`src/hdl/tm_pkg.sv`:
```
package tm_pkg;
  // bus identity
  localparam logic [6:0] ADDR_DEFAULT = 7'h4c;  // default variant
  localparam logic [6:0] ADDR_ALT     = 7'h4d;  // alternate variant
  localparam logic [6:0] ADDR_ALERT   = 7'h0c;  // smbus alert response

  // register offsets (read and write share one offset)
  localparam logic [7:0] OFS_LOCAL_VAL   = 8'h00;
  localparam logic [7:0] OFS_REMOTE_HI   = 8'h01;
  localparam logic [7:0] OFS_STATUS      = 8'h02;
  localparam logic [7:0] OFS_CONFIG      = 8'h03;
  localparam logic [7:0] OFS_LOCAL_HIGH  = 8'h05;
  localparam logic [7:0] OFS_LOCAL_LOW   = 8'h06;
  localparam logic [7:0] OFS_REMOTE_HIGH = 8'h07;
  localparam logic [7:0] OFS_REMOTE_LOW  = 8'h08;
  localparam logic [7:0] OFS_REMOTE_LO   = 8'h10;
  localparam logic [7:0] OFS_REMOTE_OFS  = 8'h11;
  localparam logic [7:0] OFS_LOCAL_OFS   = 8'h12;
  localparam logic [7:0] OFS_REMOTE_OT   = 8'h19;
  localparam logic [7:0] OFS_LOCAL_OT    = 8'h20;
  localparam logic [7:0] OFS_HYST        = 8'h21;

  // configuration fields
  localparam int CFG_RANGE_BIT  = 2;  // 1 = extended range
  localparam int CFG_SECOND_BIT = 5;  // 1 = alarm pin acts as second ot
  localparam int CFG_MASK_BIT   = 7;  // 1 = alarm masked

  // status fields
  localparam int ST_LOCAL_HIGH  = 6;
  localparam int ST_LOCAL_LOW   = 5;
  localparam int ST_REMOTE_HIGH = 4;
  localparam int ST_REMOTE_LOW  = 3;
  localparam int ST_REMOTE_OT   = 1;
  localparam int ST_LOCAL_OT    = 0;

  // reset values
  localparam logic [7:0] RST_CONFIG    = 8'h00;
  localparam logic [7:0] RST_HIGH      = 8'h55;
  localparam logic [7:0] RST_LOW       = 8'h00;
  localparam logic [7:0] RST_LOCAL_OT  = 8'h55;
  localparam logic [7:0] RST_REMOTE_OT = 8'h6c;  // 108 degrees
  localparam logic [7:0] RST_HYST      = 8'h0a;
  localparam logic [7:0] RST_OFS       = 8'h00;

  // encoding, quarter-degree units
  localparam logic signed [11:0] EXT_OFFSET_Q = 12'sh100;  // +64 degrees
  localparam logic [9:0]         MAX_DEF_Q    = 10'h1ff;   // 127.75
  localparam logic [9:0]         MAX_EXT_Q    = 10'h3ff;   // 191.75

  // timing
  localparam int CLK_PERIOD_NS = 5;
  localparam int CONV_TIME_NS  = 20000;  // one conversion slot
  localparam int CONV_CYCLES   = CONV_TIME_NS / CLK_PERIOD_NS;

  // register write carried from the serial port
  typedef struct packed {
    logic [7:0] ptr;
    logic [7:0] data;
  } tm_wr_t;

  typedef enum logic [2:0] {
    BUS_IDLE = 3'b000,
    BUS_ADDR = 3'b001,
    BUS_AACK = 3'b010,
    BUS_WBYT = 3'b011,
    BUS_WACK = 3'b100,
    BUS_RBYT = 3'b101,
    BUS_RACK = 3'b110
  } tm_bus_st_t;
endpackage

```
`src/hdl/tm_serial_target.sv`:
```
`timescale 1ns/1ps
module tm_serial_target (
  // clock and reset
  input  wire logic               clock,
  input  wire logic               rst_n,
  // pins
  input  wire logic               scl_in,
  input  wire logic               sda_in,
  output logic                    sda_oe,
  // device side
  input  wire logic [6:0]         own_addr,
  input  wire logic               alert_pending,
  input  wire logic [7:0]         rd_data,
  output logic [7:0]              ptr,
  output tm_pkg::tm_wr_t          wr,
  output logic                    wr_valid,
  output logic                    rd_strobe,
  output logic                    ara_ack
);
  import tm_pkg::*;

  logic [2:0]  scl_s, sda_s;           // three-flop synchronisers
  logic        scl_reg, scl_next;      // filtered levels
  logic        sda_reg, sda_next;
  tm_bus_st_t  st_reg, st_next;        // byte-level state
  logic [3:0]  cnt_reg, cnt_next;      // bit count
  logic [7:0]  sh_reg, sh_next;        // shift register
  logic [7:0]  ptr_reg, ptr_next;      // address pointer
  logic        first_reg, first_next;  // next write byte is pointer
  logic        second_reg, second_next;
  logic        ara_reg, ara_next;      // alert response in progress
  logic        rw_reg, rw_next;        // read direction
  logic        oe_reg, oe_next;
  logic        wv_next, rs_next, aa_next;
  tm_wr_t      wr_reg, wr_next;
  logic        rise, fall, start, stop;

  // level changes count once second and third flops agree
  assign scl_next = (scl_s[1] == scl_s[2]) ? scl_s[2] : scl_reg;
  assign sda_next = (sda_s[1] == sda_s[2]) ? sda_s[2] : sda_reg;
  assign rise  = scl_next & ~scl_reg;
  assign fall  = ~scl_next & scl_reg;
  assign start = scl_reg & scl_next & sda_reg & ~sda_next;
  assign stop  = scl_reg & scl_next & ~sda_reg & sda_next;

  // protocol next state
  always_comb begin
    st_next = st_reg;
    cnt_next = cnt_reg;
    sh_next = sh_reg;
    ptr_next = ptr_reg;
    first_next = first_reg;
    second_next = second_reg;
    ara_next = ara_reg;
    rw_next = rw_reg;
    oe_next = oe_reg;
    wr_next = wr_reg;
    wv_next = 1'b0;
    rs_next = 1'b0;
    aa_next = 1'b0;
    if (start) begin
      st_next = BUS_ADDR;  // repeated start also lands here
      cnt_next = 4'h0;
      oe_next = 1'b0;
    end else if (stop) begin
      st_next = BUS_IDLE;
      oe_next = 1'b0;
    end else begin
      unique case (st_reg)
        BUS_IDLE: begin
          oe_next = 1'b0;
        end
        BUS_ADDR: begin
          if (rise) begin
            sh_next = {sh_reg[6:0], sda_reg};
            cnt_next = cnt_reg + 4'h1;
          end else if (fall && cnt_reg == 4'h8) begin
            // own address, or alert response while alerting
            rw_next = sh_reg[0];
            ara_next = (sh_reg[7:1] == ADDR_ALERT);
            if (sh_reg[7:1] == own_addr) begin
              st_next = BUS_AACK;
              oe_next = 1'b1;
            end else if (ara_next && sh_reg[0] && alert_pending) begin
              st_next = BUS_AACK;
              oe_next = 1'b1;
            end else begin
              st_next = BUS_IDLE;
            end
          end
        end
        BUS_AACK: begin
          if (fall) begin
            cnt_next = 4'h0;
            if (rw_reg) begin
              // load byte and drive its msb
              sh_next = ara_reg ? {own_addr, 1'b0} : rd_data;
              rs_next = ~ara_reg;
              oe_next = ~sh_next[7];
              st_next = BUS_RBYT;
            end else begin
              oe_next = 1'b0;
              first_next = 1'b1;
              second_next = 1'b0;
              st_next = BUS_WBYT;
            end
          end
        end
        BUS_WBYT: begin
          if (rise) begin
            sh_next = {sh_reg[6:0], sda_reg};
            cnt_next = cnt_reg + 4'h1;
          end else if (fall && cnt_reg == 4'h8) begin
            if (first_reg) begin
              ptr_next = sh_reg;
              first_next = 1'b0;
              second_next = 1'b1;
              oe_next = 1'b1;
              st_next = BUS_WACK;
            end else if (second_reg) begin
              wr_next.ptr = ptr_reg;
              wr_next.data = sh_reg;
              wv_next = 1'b1;
              second_next = 1'b0;
              oe_next = 1'b1;
              st_next = BUS_WACK;
            end else begin
              st_next = BUS_IDLE;  // third byte refused
            end
          end
        end
        BUS_WACK: begin
          if (fall) begin
            oe_next = 1'b0;
            cnt_next = 4'h0;
            st_next = BUS_WBYT;
          end
        end
        BUS_RBYT: begin
          if (rise) begin
            cnt_next = cnt_reg + 4'h1;
          end else if (fall) begin
            if (cnt_reg == 4'h8) begin
              oe_next = 1'b0;
              aa_next = ara_reg;
              st_next = BUS_RACK;
            end else begin
              sh_next = {sh_reg[6:0], 1'b0};
              oe_next = ~sh_next[7];
            end
          end
        end
        BUS_RACK: begin
          if (rise) begin
            st_next = BUS_IDLE;  // one byte per read
          end
        end
        default: begin
          st_next = BUS_IDLE;
        end
      endcase
    end
  end

  // registers
  always_ff @(posedge clock or negedge rst_n) begin
    if (!rst_n) begin
      scl_s <= 3'h7;
      sda_s <= 3'h7;
      scl_reg <= 1'b1;
      sda_reg <= 1'b1;
      st_reg <= BUS_IDLE;
      cnt_reg <= 4'h0;
      sh_reg <= 8'h00;
      ptr_reg <= 8'h00;
      first_reg <= 1'b0;
      second_reg <= 1'b0;
      ara_reg <= 1'b0;
      rw_reg <= 1'b0;
      oe_reg <= 1'b0;
      wr_reg <= '0;
      wr_valid <= 1'b0;
      rd_strobe <= 1'b0;
      ara_ack <= 1'b0;
    end else begin
      scl_s <= {scl_s[1:0], scl_in};
      sda_s <= {sda_s[1:0], sda_in};
      scl_reg <= scl_next;
      sda_reg <= sda_next;
      st_reg <= st_next;
      cnt_reg <= cnt_next;
      sh_reg <= sh_next;
      ptr_reg <= ptr_next;
      first_reg <= first_next;
      second_reg <= second_next;
      ara_reg <= ara_next;
      rw_reg <= rw_next;
      oe_reg <= oe_next;
      wr_reg <= wr_next;
      wr_valid <= wv_next;
      rd_strobe <= rs_next;
      ara_ack <= aa_next;
    end
  end

  assign sda_oe = oe_reg;
  assign ptr    = ptr_reg;
  assign wr     = wr_reg;
endmodule

```
`src/hdl/tm_temp_monitor.sv`:
```
`timescale 1ns/1ps
// How it works
// - answers at 0x4C, or 0x4D variant
// - alarm low when either channel out of range
// - overtemp output is a comparator level
// - alarm pin can act as second overtemp
// - converter free-runs without host request
// - conversions alternate local and remote
// - result stored in measured channel's register
// - each result checked against high, low, overtemp
// - local result at 0x00, one degree
// - remote integer at 0x01, fraction at 0x10
// - remote low byte uses two msbs only
// - default 0..127, extended -64..191 range
// - remote overtemp limit resets to 108
// - answers smbus alert response while alerting
// - offset registers calibrate the results
// - low byte read locks high byte
// - config bit 2 selects extended range
// - extended range adds 64, offset binary
// - alarm when above high or at/below low
module tm_temp_monitor #(
  parameter logic            ALT_ADDR  = 1'b0,
  parameter int unsigned     CONV_CYC  = tm_pkg::CONV_CYCLES
) (
  // clock and reset
  input  wire logic               clock,
  input  wire logic               rst_n,
  // serial pins
  input  wire logic               scl_in,
  input  wire logic               sda_in,
  output logic                    sda_out,
  output logic                    sda_oe,
  // alarm pins, active low
  output logic                    alert_n,
  output logic                    overtemp_comparator_out_n,
  // converter front end
  input  wire logic signed [7:0]  local_sample,
  input  wire logic signed [9:0]  remote_sample,
  output logic                    sel_remote
);
  import tm_pkg::*;

  logic [6:0]  own_addr;           // bus address of this variant
  logic [7:0]  ptr;                // address pointer from serial port
  tm_wr_t      wr;                 // write request
  logic        wr_valid;           // write pulse
  logic        rd_strobe;          // read of ptr started
  logic        ara_ack;            // alert response sent
  logic [7:0]  rd_data;            // read mux
  logic        alert_pending;      // alert may answer response
  logic        sda_oe_w;

  // converter state
  logic [31:0] cyc_reg, cyc_next;      // slot counter
  logic        sel_reg, sel_next;      // 1 = remote channel
  logic [7:0]  loc_reg, loc_next;      // local value
  logic [9:0]  rem_reg, rem_next;      // remote value, internal
  logic [7:0]  rhi_reg, rhi_next;      // remote high byte, as read
  logic [1:0]  rlo_reg, rlo_next;      // remote fraction, as read
  logic        lock_reg, lock_next;    // high byte held

  // host registers
  logic [7:0]  cfg_reg, cfg_next;
  logic [7:0]  lhi_reg, lhi_next;      // local high limit
  logic [7:0]  llo_reg, llo_next;      // local low limit
  logic [7:0]  rhl_reg, rhl_next;      // remote high limit
  logic [7:0]  rll_reg, rll_next;      // remote low limit
  logic [7:0]  lot_reg, lot_next;      // local overtemp limit
  logic [7:0]  rot_reg, rot_next;      // remote overtemp limit
  logic [7:0]  hys_reg, hys_next;      // overtemp hysteresis
  logic [7:0]  lof_reg, lof_next;      // local offset, degrees
  logic [7:0]  rof_reg, rof_next;      // remote offset, degrees

  // alarm state
  logic [7:0]  st_reg, st_next;        // status flags
  logic        alr_reg, alr_next;      // latched alarm
  logic        ot_reg, ot_next;        // overtemp comparator state
  logic        ot2_reg, ot2_next;      // second overtemp state
  logic        alert_n_reg, alert_n_next;
  logic        ot_n_reg, ot_n_next;

  logic        ext;                    // extended range active
  logic        conv_end;               // slot finished
  logic [9:0]  loc_q, rem_q;           // encoded new results
  logic        any_limit;

  assign own_addr = ALT_ADDR ? ADDR_ALT : ADDR_DEFAULT;
  assign ext = cfg_reg[CFG_RANGE_BIT];

  // add offset and range shift, clamp, quarter-degree result
  function automatic logic [9:0] tm_encode(input logic signed [11:0] q,
                                           input logic signed [7:0] ofs,
                                           input logic e);
    logic signed [11:0] s;
    logic [9:0]         top;
    s = q + {{2{ofs[7]}}, ofs, 2'b00};
    s = e ? s + EXT_OFFSET_Q : s;
    top = e ? MAX_EXT_Q : MAX_DEF_Q;
    if (s < 12'sd0) begin
      tm_encode = 10'h000;
    end else if (s > $signed({2'b00, top})) begin
      tm_encode = top;
    end else begin
      tm_encode = s[9:0];
    end
  endfunction

  assign loc_q = tm_encode({{2{local_sample[7]}}, local_sample, 2'b00},
                           lof_reg, ext);
  assign rem_q = tm_encode({{2{remote_sample[9]}}, remote_sample},
                           rof_reg, ext);
  assign conv_end = (cyc_reg == CONV_CYC - 1);

  // converter: free-running slots, alternating channels
  always_comb begin
    cyc_next = conv_end ? 32'h0 : cyc_reg + 32'h1;
    sel_next = conv_end ? ~sel_reg : sel_reg;
    loc_next = loc_reg;
    rem_next = rem_reg;
    rhi_next = rhi_reg;
    rlo_next = rlo_reg;
    lock_next = lock_reg;
    if (conv_end && !sel_reg) begin
      loc_next = loc_q[9:2];
    end
    if (conv_end && sel_reg) begin
      rem_next = rem_q;
      rlo_next = rem_q[1:0];
      if (!lock_reg) begin
        rhi_next = rem_q[9:2];
      end
    end
    // low byte read locks, high byte read frees
    if (rd_strobe && ptr == OFS_REMOTE_LO) begin
      lock_next = 1'b1;
    end else if (rd_strobe && ptr == OFS_REMOTE_HI) begin
      lock_next = 1'b0;
    end
  end

  always_ff @(posedge clock or negedge rst_n) begin
    if (!rst_n) begin
      cyc_reg <= 32'h0;
      sel_reg <= 1'b0;
      loc_reg <= 8'h00;
      rem_reg <= 10'h000;
      rhi_reg <= 8'h00;
      rlo_reg <= 2'b00;
      lock_reg <= 1'b0;
    end else begin
      cyc_reg <= cyc_next;
      sel_reg <= sel_next;
      loc_reg <= loc_next;
      rem_reg <= rem_next;
      rhi_reg <= rhi_next;
      rlo_reg <= rlo_next;
      lock_reg <= lock_next;
    end
  end

  // host register writes; value and status offsets fall through
  always_comb begin
    cfg_next = cfg_reg;
    lhi_next = lhi_reg;
    llo_next = llo_reg;
    rhl_next = rhl_reg;
    rll_next = rll_reg;
    lot_next = lot_reg;
    rot_next = rot_reg;
    hys_next = hys_reg;
    lof_next = lof_reg;
    rof_next = rof_reg;
    if (wr_valid) begin
      case (wr.ptr)
        OFS_CONFIG:      cfg_next = wr.data;
        OFS_LOCAL_HIGH:  lhi_next = wr.data;
        OFS_LOCAL_LOW:   llo_next = wr.data;
        OFS_REMOTE_HIGH: rhl_next = wr.data;
        OFS_REMOTE_LOW:  rll_next = wr.data;
        OFS_LOCAL_OT:    lot_next = wr.data;
        OFS_REMOTE_OT:   rot_next = wr.data;
        OFS_HYST:        hys_next = wr.data;
        OFS_LOCAL_OFS:   lof_next = wr.data;
        OFS_REMOTE_OFS:  rof_next = wr.data;
        default:         cfg_next = cfg_reg;
      endcase
    end
  end

  always_ff @(posedge clock or negedge rst_n) begin
    if (!rst_n) begin
      cfg_reg <= RST_CONFIG;
      lhi_reg <= RST_HIGH;
      llo_reg <= RST_LOW;
      rhl_reg <= RST_HIGH;
      rll_reg <= RST_LOW;
      lot_reg <= RST_LOCAL_OT;
      rot_reg <= RST_REMOTE_OT;
      hys_reg <= RST_HYST;
      lof_reg <= RST_OFS;
      rof_reg <= RST_OFS;
    end else begin
      cfg_reg <= cfg_next;
      lhi_reg <= lhi_next;
      llo_reg <= llo_next;
      rhl_reg <= rhl_next;
      rll_reg <= rll_next;
      lot_reg <= lot_next;
      rot_reg <= rot_next;
      hys_reg <= hys_next;
      lof_reg <= lof_next;
      rof_reg <= rof_next;
    end
  end

  // limit checks and pin levels
  always_comb begin
    logic [8:0] lsum, rsum;
    lsum = {1'b0, loc_reg} + {1'b0, hys_reg};
    rsum = {1'b0, rem_reg[9:2]} + {1'b0, hys_reg};
    st_next = 8'h00;
    st_next[ST_LOCAL_HIGH]  = loc_reg > lhi_reg;
    st_next[ST_LOCAL_LOW]   = loc_reg <= llo_reg;
    st_next[ST_REMOTE_HIGH] = rem_reg[9:2] > rhl_reg;
    st_next[ST_REMOTE_LOW]  = rem_reg[9:2] <= rll_reg;
    st_next[ST_LOCAL_OT]    = loc_reg > lot_reg;
    st_next[ST_REMOTE_OT]   = rem_reg[9:2] > rot_reg;
    any_limit = st_reg[ST_LOCAL_HIGH] | st_reg[ST_LOCAL_LOW] |
                st_reg[ST_REMOTE_HIGH] | st_reg[ST_REMOTE_LOW];
    // latch holds until alert response; a new violation wins
    alr_next = any_limit | (alr_reg & ~ara_ack);
    // overtemp asserts above limit, frees at limit minus hysteresis
    if (st_reg[ST_LOCAL_OT] | st_reg[ST_REMOTE_OT]) begin
      ot_next = 1'b1;
    end else if (lsum <= {1'b0, lot_reg} && rsum <= {1'b0, rot_reg}) begin
      ot_next = 1'b0;
    end else begin
      ot_next = ot_reg;
    end
    // second output follows high limits only
    if (st_reg[ST_LOCAL_HIGH] | st_reg[ST_REMOTE_HIGH]) begin
      ot2_next = 1'b1;
    end else if (lsum <= {1'b0, lhi_reg} && rsum <= {1'b0, rhl_reg}) begin
      ot2_next = 1'b0;
    end else begin
      ot2_next = ot2_reg;
    end
    if (cfg_reg[CFG_SECOND_BIT]) begin
      alert_n_next = ~ot2_reg;
    end else begin
      alert_n_next = ~(alr_reg & ~cfg_reg[CFG_MASK_BIT]);
    end
    ot_n_next = ~ot_reg;
  end

  always_ff @(posedge clock or negedge rst_n) begin
    if (!rst_n) begin
      st_reg <= 8'h00;
      alr_reg <= 1'b0;
      ot_reg <= 1'b0;
      ot2_reg <= 1'b0;
      alert_n_reg <= 1'b1;
      ot_n_reg <= 1'b1;
    end else begin
      st_reg <= st_next;
      alr_reg <= alr_next;
      ot_reg <= ot_next;
      ot2_reg <= ot2_next;
      alert_n_reg <= alert_n_next;
      ot_n_reg <= ot_n_next;
    end
  end

  assign alert_pending = alr_reg & ~cfg_reg[CFG_MASK_BIT] &
                         ~cfg_reg[CFG_SECOND_BIT];

  // register read mux
  always_comb begin
    case (ptr)
      OFS_LOCAL_VAL:   rd_data = loc_reg;
      OFS_REMOTE_HI:   rd_data = rhi_reg;
      OFS_REMOTE_LO:   rd_data = {rlo_reg, 6'h00};
      OFS_STATUS:      rd_data = st_reg;
      OFS_CONFIG:      rd_data = cfg_reg;
      OFS_LOCAL_HIGH:  rd_data = lhi_reg;
      OFS_LOCAL_LOW:   rd_data = llo_reg;
      OFS_REMOTE_HIGH: rd_data = rhl_reg;
      OFS_REMOTE_LOW:  rd_data = rll_reg;
      OFS_LOCAL_OT:    rd_data = lot_reg;
      OFS_REMOTE_OT:   rd_data = rot_reg;
      OFS_HYST:        rd_data = hys_reg;
      OFS_LOCAL_OFS:   rd_data = lof_reg;
      OFS_REMOTE_OFS:  rd_data = rof_reg;
      default:         rd_data = 8'h00;
    endcase
  end

  // serial port
  tm_serial_target u_port (
    .clock         (clock),
    .rst_n         (rst_n),
    .scl_in        (scl_in),
    .sda_in        (sda_in),
    .sda_oe        (sda_oe_w),
    .own_addr      (own_addr),
    .alert_pending (alert_pending),
    .rd_data       (rd_data),
    .ptr           (ptr),
    .wr            (wr),
    .wr_valid      (wr_valid),
    .rd_strobe     (rd_strobe),
    .ara_ack       (ara_ack)
  );

  assign sda_out = 1'b0;  // open drain, only pulls low
  assign sda_oe = sda_oe_w;
  assign sel_remote = sel_reg;
  assign alert_n = alert_n_reg;
  assign overtemp_comparator_out_n = ot_n_reg;
endmodule

```
`config.mk`:
```
export PLATFORM = sky130hd
export DESIGN_NAME = tm_temp_monitor
export DESIGN_NICKNAME = d
export VERILOG_FILES = /design/src/hdl/tm_pkg.sv /design/src/hdl/tm_serial_target.sv /design/src/hdl/tm_temp_monitor.sv
export SDC_FILE = /design/constraint.sdc
export NUM_CORES = 1
export LEC_CHECK = 0
export BUFFER_PORTS_ARGS = -buffer_cell sky130_fd_sc_hd__buf_2
export CAP_MARGIN = 0
export CORE_UTILIZATION = 40
export CTS_BUF_LIST = sky130_fd_sc_hd__clkbuf_4
export DETAILED_ROUTE_END_ITERATION = 8
export PLACE_DENSITY = 0.55
export SYNTH_ARGS = -nofsm -noshare
export SYNTH_HDL_FRONTEND = slang
export SYNTH_SLANG_ARGS = --single-unit
```
`constraint.sdc`:
```
create_clock -name clock -period 5.5 [get_ports clock]
set_clock_uncertainty 0.15 [all_clocks]
set_input_delay 0.825 -clock clock [delete_from_list [all_inputs] [get_ports clock]]
set_output_delay 0.825 -clock clock [all_outputs]
set_load 0.005 [all_outputs]
```
# == Word level (Yosys, flattened, before mapping) ==
# Index checks and enable logic that the tools add are counted.
# op_classes
n_eq_ne,60
n_bitwise,35
n_mux,95
n_addsub,8
magnitude_cmp,14
reduce_logical,41
# op_table
operator,n
8-bit case mux with 14 select lines,1
"8-bit by 5-bit == test with 1-bit output, second input constant",7
8-bit two-way mux,7
1-bit two-way mux,52
10-bit two-way mux,5
"8-bit by 3-bit == test with 1-bit output, second input constant",6
3-bit two-way mux,16
9-bit by 8-bit <= comparator with 1-bit output,4
"32-bit by 1-bit adder with 32-bit output, second input constant",1
"32-bit by 12-bit == test with 1-bit output, second input constant",1
"8-bit by 6-bit == test with 1-bit output, second input constant",4
8-bit > comparator,4
32-bit two-way mux,1
"4-bit by 1-bit inequality test with 1-bit output, second input constant",7
"11-bit by 10-bit adder with 12-bit output, second input constant",2
"8-bit by 2-bit == test with 1-bit output, second input constant",3
12-bit by 11-bit > comparator with 1-bit output,2
"12-bit by 1-bit less-than comparator with 1-bit output, second input constant",2
12-bit two-way mux,2
8-bit case mux with 3 select lines,1
10-bit by 10-bit adder with 11-bit output,2
11-bit AND reduction,2
2-bit AND reduction,11
3-bit case mux with 7 select lines,1
39 further kinds,109
# word_totals
input_bits,22
ff_bits,208
out_inout_bits,5
elab_cells,294

# == Logic depth before layout (Yosys ltp) ==
# Gate-level depths: netlist of run 1.
# depth
ltp_word,11
depth_mapped,14
depth_no_buf,14

# == Hierarchy ==
# A second synthesis of run 1 with hierarchy kept.
# unflattened
cells_unflattened,1337
area_unflattened_um2,13168.9
# modules_own_cells
mod,n_inst,seq_area_each_um2,cells_per_inst,area_each_um2
tm_temp_monitor,1,3803.6,1099,10427.5
tm_serial_target,1,1386.3,238,2741.4

# == Worst setup path before layout of run 1 ==
# OpenSTA, ideal clock, no wires.
# synth_path
path_type,input to register
startpoint,input remote_sample[3]
endpoint,register rhi_reg[1]
t_required_ns,5.225
setup_ns,0.125
stages,10
t_arrival_ns,3.250
n_path_buf,0
slack_ns,1.976
cell_sequence,ha_1 > a211o_1 > and4_4 > or3_4 > xnor2_1 > ha_1 > a221o_1 > o2bb2ai_2 > o21bai_1 > mux2_2
# synth_via
elab_chain_len,6
word_cells_on_any_way,7
cone_classes,2 x add/sub; 2 x order compare; 3 x mux
# synth_rtl
element,line_no,text
start: declaration,tm_temp_monitor.sv:39,"input wire logic signed [9:0] remote_sample,"
10-bit by 10-bit adder with 11-bit output (*),tm_temp_monitor.sv:97,"s = q + {{2{ofs[7]}}, ofs, 2'b00};"
11-bit by 10-bit adder with 12-bit output,tm_temp_monitor.sv:98,s = e ? s + EXT_OFFSET_Q : s;
12-bit two-way mux (*),tm_temp_monitor.sv:98,
12-bit by 11-bit > comparator with 1-bit output,tm_temp_monitor.sv:102,"end else if (s > $signed({2'b00, top})) begin"
10-bit two-way mux,tm_temp_monitor.sv:102,
10-bit two-way mux (*),tm_temp_monitor.sv:100,if (s < 12'sd0) begin
end signal: assignment,tm_temp_monitor.sv:156,rhi_reg <= rhi_next;
end: declaration,tm_temp_monitor.sv:59,"logic [7:0] rhi_reg, rhi_next;"
# Mark *: on every way between the ends. The rest lies on a longest branch, timed or not.
# A chain may end at the register's enable or synchronous reset.

# == Final worst setup path of run 1 ==
# layout_path
startpoint,register hys_reg[0]
endpoint,register ot_reg
# layout_via
elab_chain_len,4
word_cells_on_any_way,6
cone_classes,2 x add/sub; 2 x order compare; 2 x reduce/logical
# layout_rtl
element,line_no,text
start: declaration,tm_temp_monitor.sv:71,"logic [7:0] hys_reg, hys_next;"
start signal: assignment,tm_temp_monitor.sv:211,hys_reg <= hys_next;
8-bit by 8-bit adder with 9-bit output (on tied branches),"tm_temp_monitor.sv:220, tm_temp_monitor.sv:221",
9-bit by 8-bit <= comparator with 1-bit output,tm_temp_monitor.sv:236,"end else if (lsum <= {1'b0, lot_reg} && rsum <= {1'b0, rot_reg}) begin"
1-bit logical AND (*),tm_temp_monitor.sv:236,
2-bit nonzero test (no line) (*),n/a,
end signal: assignment,tm_temp_monitor.sv:268,ot_reg <= ot_next;
end: declaration,tm_temp_monitor.sv:78,"logic ot_reg, ot_next;"
# Marked as above.

==> metrics.md, run 1 <==
| Metric | Value |
|---|---|
| Die Ht | 182 µm |
| Synth warn | 0 |
| Synth Instances | 1319 |
| Syn_nets | 1462 |
| Startpoint types | register |
| Layout cells sized above 1 | 19.2% |
| Ports | 27 |
| XOR/XNOR Fraction of Synth Area | 3.94% |
| Vias in the first global route | 10100 |
| Footprint of the multi-input gates | 0.00720 mm² |
| Number of DRC markers in iteration 0 | 707 |
| Largest register FFs | 32 |
| Mapped Area | 0.0129 mm² |
| Post-DP HPWL | 27100 µm |
| Pre-antenna DRT Iters | 6 |
| Root Buffer | clkbuf_4 |
| Worst Setup End Kind | register |
| Total track usage | 22.9% |
| Crit path time final | 3550 ps |
| CTS Hold Bufs | 3 |
| TritonCTS clock tree | yes |
| Yosys cell types | 84 |
| Post_cts resized | 0 |
| Mux contribution to synthesized area | 9.48% |
| Clk slew on worst S/H paths | 70 ps |
| Sequential share of the synthesized area | 40.3% |
| Period utilization | 64.6% |
| Drt via density | 5.58 |
| Hold Path Class | register to register |
| Initial antenna violation count | 1 |
| Number of synthesized flops with an enable pin | 0 |
| Post-Synth Adder-Cell Area | 12.1% |
| Primary FF master, synth | dfrtp_1 |
| Asr flop ratio synth | 100% |
| Clock Path Buffers | 3 |
| Worst-path fanout max | 4 |
| Main combinational cell family by area after synthesis | simple AND/OR/NAND/NOR gates |
| WL/cell | 20.3 µm |
| Synth top area share | 34.6% |
| Setup_tns | 0 ps |
| Cell family with most CP delay | compound AO/OA/AOI/OAI gates |
| RSZ-0062 raised after global routing | false |
| Core area | 0.0316 mm² |
| Critical Path AT | 3980 ps |
| Most common cell on crit path | a21oi_1 |
| WP data required | 5930 ps |
| Mean post-synth cell area | 9.77 µm² |
| CP peak stage delay | 450 ps |
| Post-CTS setup repair buffer count | 0 |
| Final Slew Violations | 0 |
| Core Util, Final | 44.9% |
| DR vias | 10100 |
| Total grt overflow | 0 |
| DRC Markers | 0 |
| Post-synthesis compound-gate area fraction | 15.0% |
| Reg area | 0.00519 mm² |
| PD cells | 229 mW/mm² |
| Crit path buffers/inverters | 0 |
| Setup CP Type | register to register |
| Fill count | 3098 |
| FF+latch count, synth | 206 |
| Nets@finish | 1508 |
| H-tree depth | 2 |
| Initial core utilization | 40.7% |
| CP cell instances | ha_1 > fa_1 > a21o_1 > a21oi_1 > nor2b_1 > o21a_1 > nor2_1 > xnor2_1 > ha_1 > a21o_1 > a21oi_1 > a21oi_1 > a2111oi_0 > a21oi_1 |
| Status | finished clean |
| Max cap viols | 0 |
| Clk sinks | 206 |
| Endpoints failing hold | 0 |
| Largest net degree at the start of global routing | 81 |
| Final setup viols | 0 |
| Area delta synth->final | 10.3% |
| Die X-Extent | 182 µm |
| Slowest CP cell | dfrtp_1 |
| Synth area leaders | dfrtp_1, ha_1, mux2_2, dfstp_2, o21ai_0 |
| Slew @ Worst Pin | 1190 ps |
| Clock Latency Late Sink | 720 ps |
| Number of cell rows | 65 |
| Normalized max-slew margin | 20.0% |
| Most area-hungry cell type in the Yosys netlist | dfrtp_1 |
| Final wirelength | 36900 µm |
| Fmax | 0.282 GHz |
| Peak supply drop | 0.164 mV |
| Port Buf Inserts | 25 |
| CTS buffer count | 59 |
| Die area | 0.0329 mm² |
| First-pass GRT wire length | 58000 µm |
| Post-route ant nets | 0 |
| Simple logic cell fraction of the synthesized area | 15.3% |
| Static Leakage | 6.45 nW |
| Gp weighted congestion | 0.951 |
## layout make-up
type,instances,area share (%)
clock buffers,96,5.07
repair buffers,36,1.58
inverters,77,2.03
well taps,402,3.54
multi-input cells,985,50.7
diodes,2,0.0352
clock inverters,13,0.581
flip-flops and latches,206,36.5
## Yosys cell counts, types with 7 or more instances
| cell | number |
|---|---|
| dfrtp_1 | 178 |
| ha_1 | 117 |
| o21ai_0 | 108 |
| nand2_1 | 102 |
| mux2_2 | 91 |
| nor2_1 | 84 |
| inv_1 | 77 |
| a21oi_1 | 73 |
| nand3_1 | 52 |
| xnor2_1 | 39 |
| clkbuf_1 | 38 |
| dfstp_2 | 28 |
| nor2b_1 | 23 |
| nor3_1 | 20 |
| xor2_1 | 19 |
| nand4_1 | 18 |
| o21a_1 | 18 |
| a21o_1 | 17 |
| and3_1 | 16 |
| nand2b_1 | 15 |
| nor4_1 | 15 |
| a22oi_1 | 13 |
| mux2i_1 | 13 |
| a211oi_1 | 8 |
| a32oi_1 | 7 |
| buf_2 | 7 |
| o22ai_1 | 7 |
## power breakdown
group,switching [mW],internal (mW)
clock,0.674,0.832
sequential,0.0269,1.54
combinational,0.119,0.0675
## kinds of logic (layout without fill, tap and decap cells)
family / Yosys count / in the layout
AOI/OAI and AO/OA: 308 / 308
muxes: 107 / 107
other: 1 / 3
DFF: 206 / 206
adders and majority gates: 122 / 122
and+or+nand+nor: 389 / 389
xor gates and xnor gates: 58 / 58
buffers and inverters: 128 / 222
## final timing paths
check | start | depth (start not counted) | end | slack, ps
worst max-delay path | hys_reg[0] | 14 | ot_reg | 1950
worst min-delay path | u_port.sda_s[0] | 0 | u_port.sda_s[1] | 210
worst max register to register | hys_reg[0] | 14 | ot_reg | 1950
worst min register to register | u_port.sda_s[0] | 0 | u_port.sda_s[1] | 210
max in group asynchronous | rst_n | 3 | cyc_reg[28] | 3540
min in group asynchronous | rst_n | 2 | rhl_reg[5] | 550
## cell usage in the layout, fill, tap and decap left out, types with 6 or more instances in the layout
cell      instances
xnor2_1          39
clkbuf_4         96
nor2_1           84
nor3_1           20
nor2b_1          23
nand4_1          18
inv_1            77
buf_4             8
nor4_1           13
a32oi_1           7
nand3_1          52
ha_1            117
a21oi_1          73
nand2b_1         15
o22ai_1           7
a211oi_1          8
a21o_1           17
and2_1            6
nand2_1         102
dfstp_2          28
mux2_2           91
a22oi_1          13
o21a_1           18
buf_2            24
and3_1           16
o21ai_0         108
xor2_1           19
clkinv_1          9
dfrtp_1         178
mux2i_1          13
## worst register-to-register path, delay by kind of cell (launching register included)
kind / cells / cell delay (ps)
flops: 1 / 450
compound gates: 8 / 1510
xor+xnor: 1 / 180
simple gates: 2 / 190
fa+ha+maj: 3 / 950
## routing by layer
| metal | GRT usage, % | vias to the layer above | routed length, µm |
|---|---|---|---|
| met2 | 36.1 | 280 | 16700 |
| met1 | 30.8 | 4879 | 16900 |
| met3 | 5.52 | 85 | 2350 |
| met5 | 0 | - | 0 |
| li1 | - | 4895 | - |
| met4 | 7.83 | 0 | 1000 |
## stage by stage
| step | instance area [µm²] | std cells | setup WS, ps | total power [mW] | hold WS [ps] |
|---|---|---|---|---|---|
| 5_1_grt | 14200 | 1816 | 1760 | 3.42 | 210 |
| 2_1_floorplan | 12900 | 1319 | 1980 | 1.70 | 195 |
| 3_3_place_gp | 13400 | 1703 | 1750 | 1.78 | 197 |
| 3_5_place_dp | 13400 | 1703 | 1670 | 1.78 | 198 |
| 4_1_cts | 14200 | 1815 | 1990 | 3.31 | 208 |
| 6_report | 14200 | 1817 | 1950 | 3.26 | 205 |
No activity file was read; power rests on OpenSTA's default activity.
==> run 2, diff against run 1 <==
==> constraint.sdc (replaced) <==
create_clock -name clock -period 3.7 [get_ports clock]
set_clock_uncertainty 0.15 [all_clocks]
set_input_delay 0.555 -clock clock [delete_from_list [all_inputs] [get_ports clock]]
set_output_delay 0.555 -clock clock [all_outputs]
set_load 0.005 [all_outputs]
==> metrics.md, run 2 (synthesis gave the netlist of run 1 again) <==
| Metric | Value |
|---|---|
| Total track usage | 23.7% |
| PD cells | 330 mW/mm² |
| Hold Slack | 53.5 ps |
| Commonest cells after routing, fill and taps aside | dfrtp_1, ha_1, o21ai_0 |
| Worst R2R Path Depth | 14 |
| Root Buffer | clkbuf_4 |
| Die Ht | 182 µm |
| Static Leakage | 6.54 nW |
| Total grt overflow | 0 |
| Worst R2R End | ot_reg |
| Initial antenna violation count | 2 |
| Setup_tns | 0 ps |
| Fmax | 0.289 GHz |
| Critical Path Start | hys_reg[0] |
| Max cap viols | 0 |
| Final wirelength | 38200 µm |
| Hold Path Class | input pin to register |
| WP data required | 4130 ps |
| RSZ-0062 raised after global routing | false |
| Nets@finish | 1532 |
| Worst Setup End Kind | register |
| DR vias | 10300 |
| Gp weighted congestion | 0.991 |
| H-tree depth | 2 |
| Area delta synth->final | 11.5% |
| CTS buffer count | 60 |
| Endpoints failing hold | 0 |
| Crit path time final | 3460 ps |
| Most common cell after layout, fill and taps aside | dfrtp_1 |
| Startpoint types | register |
| Core area | 0.0316 mm² |
| Critical Path AT | 3890 ps |
| R2R Setup Slk | 240 ps |
| Worst-path fanout max | 4 |
| Clock Path Buffers | 3 |
| Number of cell rows | 65 |
| Vias in the first global route | 10100 |
| Post-route ant nets | 0 |
| Core Util, Final | 45.4% |
| HP Start | remote_sample[1] |
| Fill count | 3040 |
| Pre-antenna DRT Iters | 7 |
| Drt via density | 5.62 |
| Die X-Extent | 182 µm |
| Inst Count DP | 1725 |
| WHS Endpoint | rem_reg[1] |
| Largest register FFs | 32 |
| Ports | 27 |
| Clk sinks | 206 |
| Crit Reg-Reg Startpoint | hys_reg[0] |
| Initial core utilization | 40.7% |
| Largest net degree at the start of global routing | 108 |
| Die area | 0.0329 mm² |
| DRC Markers | 0 |
| Number of DRC markers in iteration 0 | 758 |
| Post-DP HPWL | 28200 µm |
| Peak supply drop | 0.337 mV |
| Clock Latency Late Sink | 730 ps |
| Post-Layout Cell Count | 1841 |
| Slew @ Worst Pin | 882 ps |
| Period utilization | 93.6% |
| TritonCTS clock tree | yes |
| Hold path depth | 3 |
| Final Slew Violations | 0 |
| Layout cells sized above 1 | 19.9% |
| Post-CTS setup repair buffer count | 0 |
| Final setup viols | 0 |
| First-pass GRT wire length | 59600 µm |
| WL/cell | 20.7 µm |
| Port Buf Inserts | 25 |
| Normalized max-slew margin | 41.2% |
| Status | finished clean |
| Setup CP Type | register to register |
| Clk slew on worst S/H paths | 60 ps |
==> run 2: metal layers <==
metal,track usage [%],routed length [µm],vias to the layer above
li1,-,-,4955
met1,33.4,18000,5027
met2,36.5,16900,287
met3,4.43,2340,77
met4,7.86,949,0
met5,0,0,-
==> run 2: what timing repair did <==
| item | CTS | global route |
|---|---|---|
| hold endpoints to repair | 93 | 0 |
| gates resized for setup | 0 | 2 |
| hold buffers | 4 | 0 |
| setup endpoints to repair | 0 | 1 |
==> run 2: area by class of cell <==
cell class                      count  area [µm²]  area share [%]
Clock buffer                       88         661            4.60
Timing Repair Buffer               59         413            2.87
Tap cell                          402         503            3.50
Clock inverter                     22        96.3           0.671
Inverter                           77         289            2.01
Antenna cell                        2        5.00          0.0348
Multi-Input combinational cell    985        7210            50.2
Sequential cell                   206        5190            36.1
==> run 2: worst max-delay path by stage <==
stage | endpoint | slack, ps | cells after the start
detailed placement | rhi_reg[1] | 140 | 11
finish | ot_reg | 240 | 14
global route | ot_reg | 9 | 14
CTS | ot_reg | 170 | 14
floorplan | rhi_reg[1] | 450 | 10
global placement | rhi_reg[1] | 210 | 11
==> run 2: power by group <==
group,switching [mW],total [mW],internal (mW)
combinational,0.195,0.305,0.111
clock,1.03,2.13,1.09
sequential,0.0259,2.31,2.28
==> run 2: metrics by stage <==
step / cell area (µm²) / power (mW) / worst slack (ps)
after floorplan: 12900 / 2.52 / 446
after global placement: 13600 / 2.66 / 210
after detailed placement: 13600 / 2.66 / 139
after CTS: 14400 / 4.83 / 175
after global routing: 14400 / 4.99 / 8.63
final: 14400 / 4.74 / 236
==> run 2: critical path: stages, from the launching register on <==
cell and delay, ps:
dfrtp_1 440, ha_1 240, fa_1 410, a21o_1 180, a21oi_1 210, nor2b_1 70, o21a_1 190, nor2_1 110
xnor2_1 170, ha_1 300, a21o_1 180, a21oi_1 130, a21oi_1 100, a2111oi_2 340, a21oi_1 110
==> run 3, diff against run 2 <==
==> constraint.sdc (replaced) <==
create_clock -name clock -period 3.7 [get_ports clock]
set_clock_uncertainty 0.15 [all_clocks]
set_input_delay 0.74 -clock clock [delete_from_list [all_inputs] [get_ports clock]]
set_output_delay 0.74 -clock clock [all_outputs]
set_load 0.005 [all_outputs]
==> metrics.md, run 3 (synthesis gave the netlist of run 1 again) <==
| Metric | Value |
|---|---|
| Area delta synth->final | 11.9% |
| Setup_tns | 0 ps |
| Worst-path fanout max | 4 |
| Initial antenna violation count | 1 |
| Die X-Extent | 182 µm |
| R2R Setup Slk | 160 ps |
| Final setup viols | 0 |
| Initial core utilization | 40.7% |
| Setup CP Type | register to register |
| Slew @ Worst Pin | 793 ps |
| Hold Path Class | input pin to register |
| Most common cell after layout, fill and taps aside | dfrtp_1 |
| Critical Path AT | 4030 ps |
| Fmax | 0.282 GHz |
| Number of DRC markers in iteration 0 | 767 |
| Port Buf Inserts | 25 |
| Clk sinks | 206 |
| Core area | 0.0316 mm² |
| Die area | 0.0329 mm² |
| Worst R2R End | ot_reg |
| DRC Markers | 0 |
| Commonest cells after routing, fill and taps aside | dfrtp_1, ha_1, o21ai_0 |
| Static Leakage | 6.57 nW |
| First-pass GRT wire length | 59800 µm |
| Endpoints failing hold | 0 |
| Worst R2R Path Depth | 14 |
| Period utilization | 95.8% |
| Cell family with most CP delay | compound AO/OA/AOI/OAI gates |
| Footprint of the multi-input gates | 0.00720 mm² |
| CTS buffer count | 60 |
| TritonCTS clock tree | yes |
| Final Slew Violations | 0 |
| Reg area | 0.00519 mm² |
| DR vias | 10400 |
| Largest register FFs | 32 |
| Crit path buffers/inverters | 0 |
| Layout cells sized above 1 | 20.5% |
| Crit Reg-Reg Startpoint | hys_reg[0] |
| Drt via density | 5.64 |
| CP peak stage delay | 460 ps |
| Clock Path Buffers | 3 |
| Hold path depth | 3 |
| Peak supply drop | 0.200 mV |
| Ports | 27 |
| Nets@finish | 1536 |
| Post-route ant nets | 0 |
| Largest net degree at the start of global routing | 84 |
| PD cells | 334 mW/mm² |
| CP cell instances | ha_1 > fa_1 > a21o_1 > a21oi_1 > nor2b_1 > o21a_1 > nor2_1 > xnor2_1 > ha_1 > a21o_1 > a21oi_1 > a21oi_1 > a2111oi_0 > a21oi_1 |
| Pre-antenna DRT Iters | 5 |
| WL/cell | 20.8 µm |
| Max cap viols | 0 |
| Pre-CTS setup slack | 44.0 ps |
| RSZ-0062 raised after global routing | false |
| Total grt overflow | 0 |
| Worst Setup End Kind | register |
| HP Start | remote_sample[0] |
| Die Ht | 182 µm |
| Most common cell on crit path | a21oi_1 |
| H-tree depth | 2 |
| Post-DP HPWL | 28500 µm |
| WHS Endpoint | rem_reg[0] |
| Status | finished clean |
| Normalized max-slew margin | 47.0% |
| Crit path time final | 3540 ps |
| Gp weighted congestion | 0.966 |
| Startpoint types | register |
| Total track usage | 23.7% |
| Root Buffer | clkbuf_4 |
| Number of cell rows | 65 |
| Clock Latency Late Sink | 750 ps |
| Final wirelength | 38400 µm |
| Clk slew on worst S/H paths | 70 ps |
| Worst Slack Setup Final | 156 ps |
| Vias in the first global route | 10300 |
| WP data required | 4180 ps |
| Fill count | 3069 |
| Slowest CP cell | dfrtp_1 |
run 3: report_power, final:
group          switching [mW]  total [mW]  internal, mW
logic                   0.197       0.309         0.112
clock network            1.07        2.20          1.13
registers              0.0260        2.31          2.28
total                    1.30        4.82          3.52
run 3: how the worst max path moves through the flow:
stage,startpoint,end,slack [ps],depth (start not counted)
2_1_floorplan,remote_sample[3],rhi_reg[1],260,10
3_3_place_gp,remote_sample[3],rhi_reg[1],100,11
3_5_place_dp,remote_sample[3],rhi_reg[1],40,12
4_1_cts,hys_reg[0],ot_reg,160,14
5_1_grt,hys_reg[0],ot_reg,4,14
6_report,hys_reg[0],ot_reg,160,14
run 3: area by class of cell:
type                       instances  share of cell area [%]
multi-input combinational        985                    50.0
clock buffer                      91                    4.74
timing repair buffer              63                    3.14
sequential                       206                    36.0
inverter                          77                    2.00
tap                              402                    3.49
clock inverter                    20                   0.659
antenna                            1                  0.0174
run 3: what timing repair did:
| item | CTS | global route |
|---|---|---|
| hold buffers | 3 | 0 |
| hold endpoints to repair | 76 | 0 |
| buffers inserted | 0 | 0 |
| gates resized for setup | 0 | 0 |
run 3: per-layer routing:
layer / vias to the layer above / GRT usage [%] / wire length [µm]
met1: 5068 / 32.5 / 18000
met5: - / 0 / 0
met3: 79 / 4.21 / 2000
met4: 0 / 7.66 / 1010
met2: 289 / 37.8 / 17300
li1: 4979 / - / -
run 3: tightest hold or removal path, delay by kind of cell:
| kind | cells | cell delay (ps) |
|---|---|---|
| compound gates | 2 | 200 |
| buf+inv | 1 | 100 |
run 3: stage by stage:
stage / cell area [µm²] / std cells / total power, mW / utilization (%) / hold WS, ps
final: 14400 / 1845 / 4.82 / 45.6 / 198
after detailed placement: 13600 / 1730 / 2.66 / 43.0 / 199
after global routing: 14400 / 1845 / 5.05 / 45.6 / 205
after CTS: 14400 / 1844 / 4.89 / 45.6 / 134
after global placement: 13600 / 1730 / 2.66 / 43.0 / 198
after floorplan: 12900 / 1319 / 2.52 / - / 195
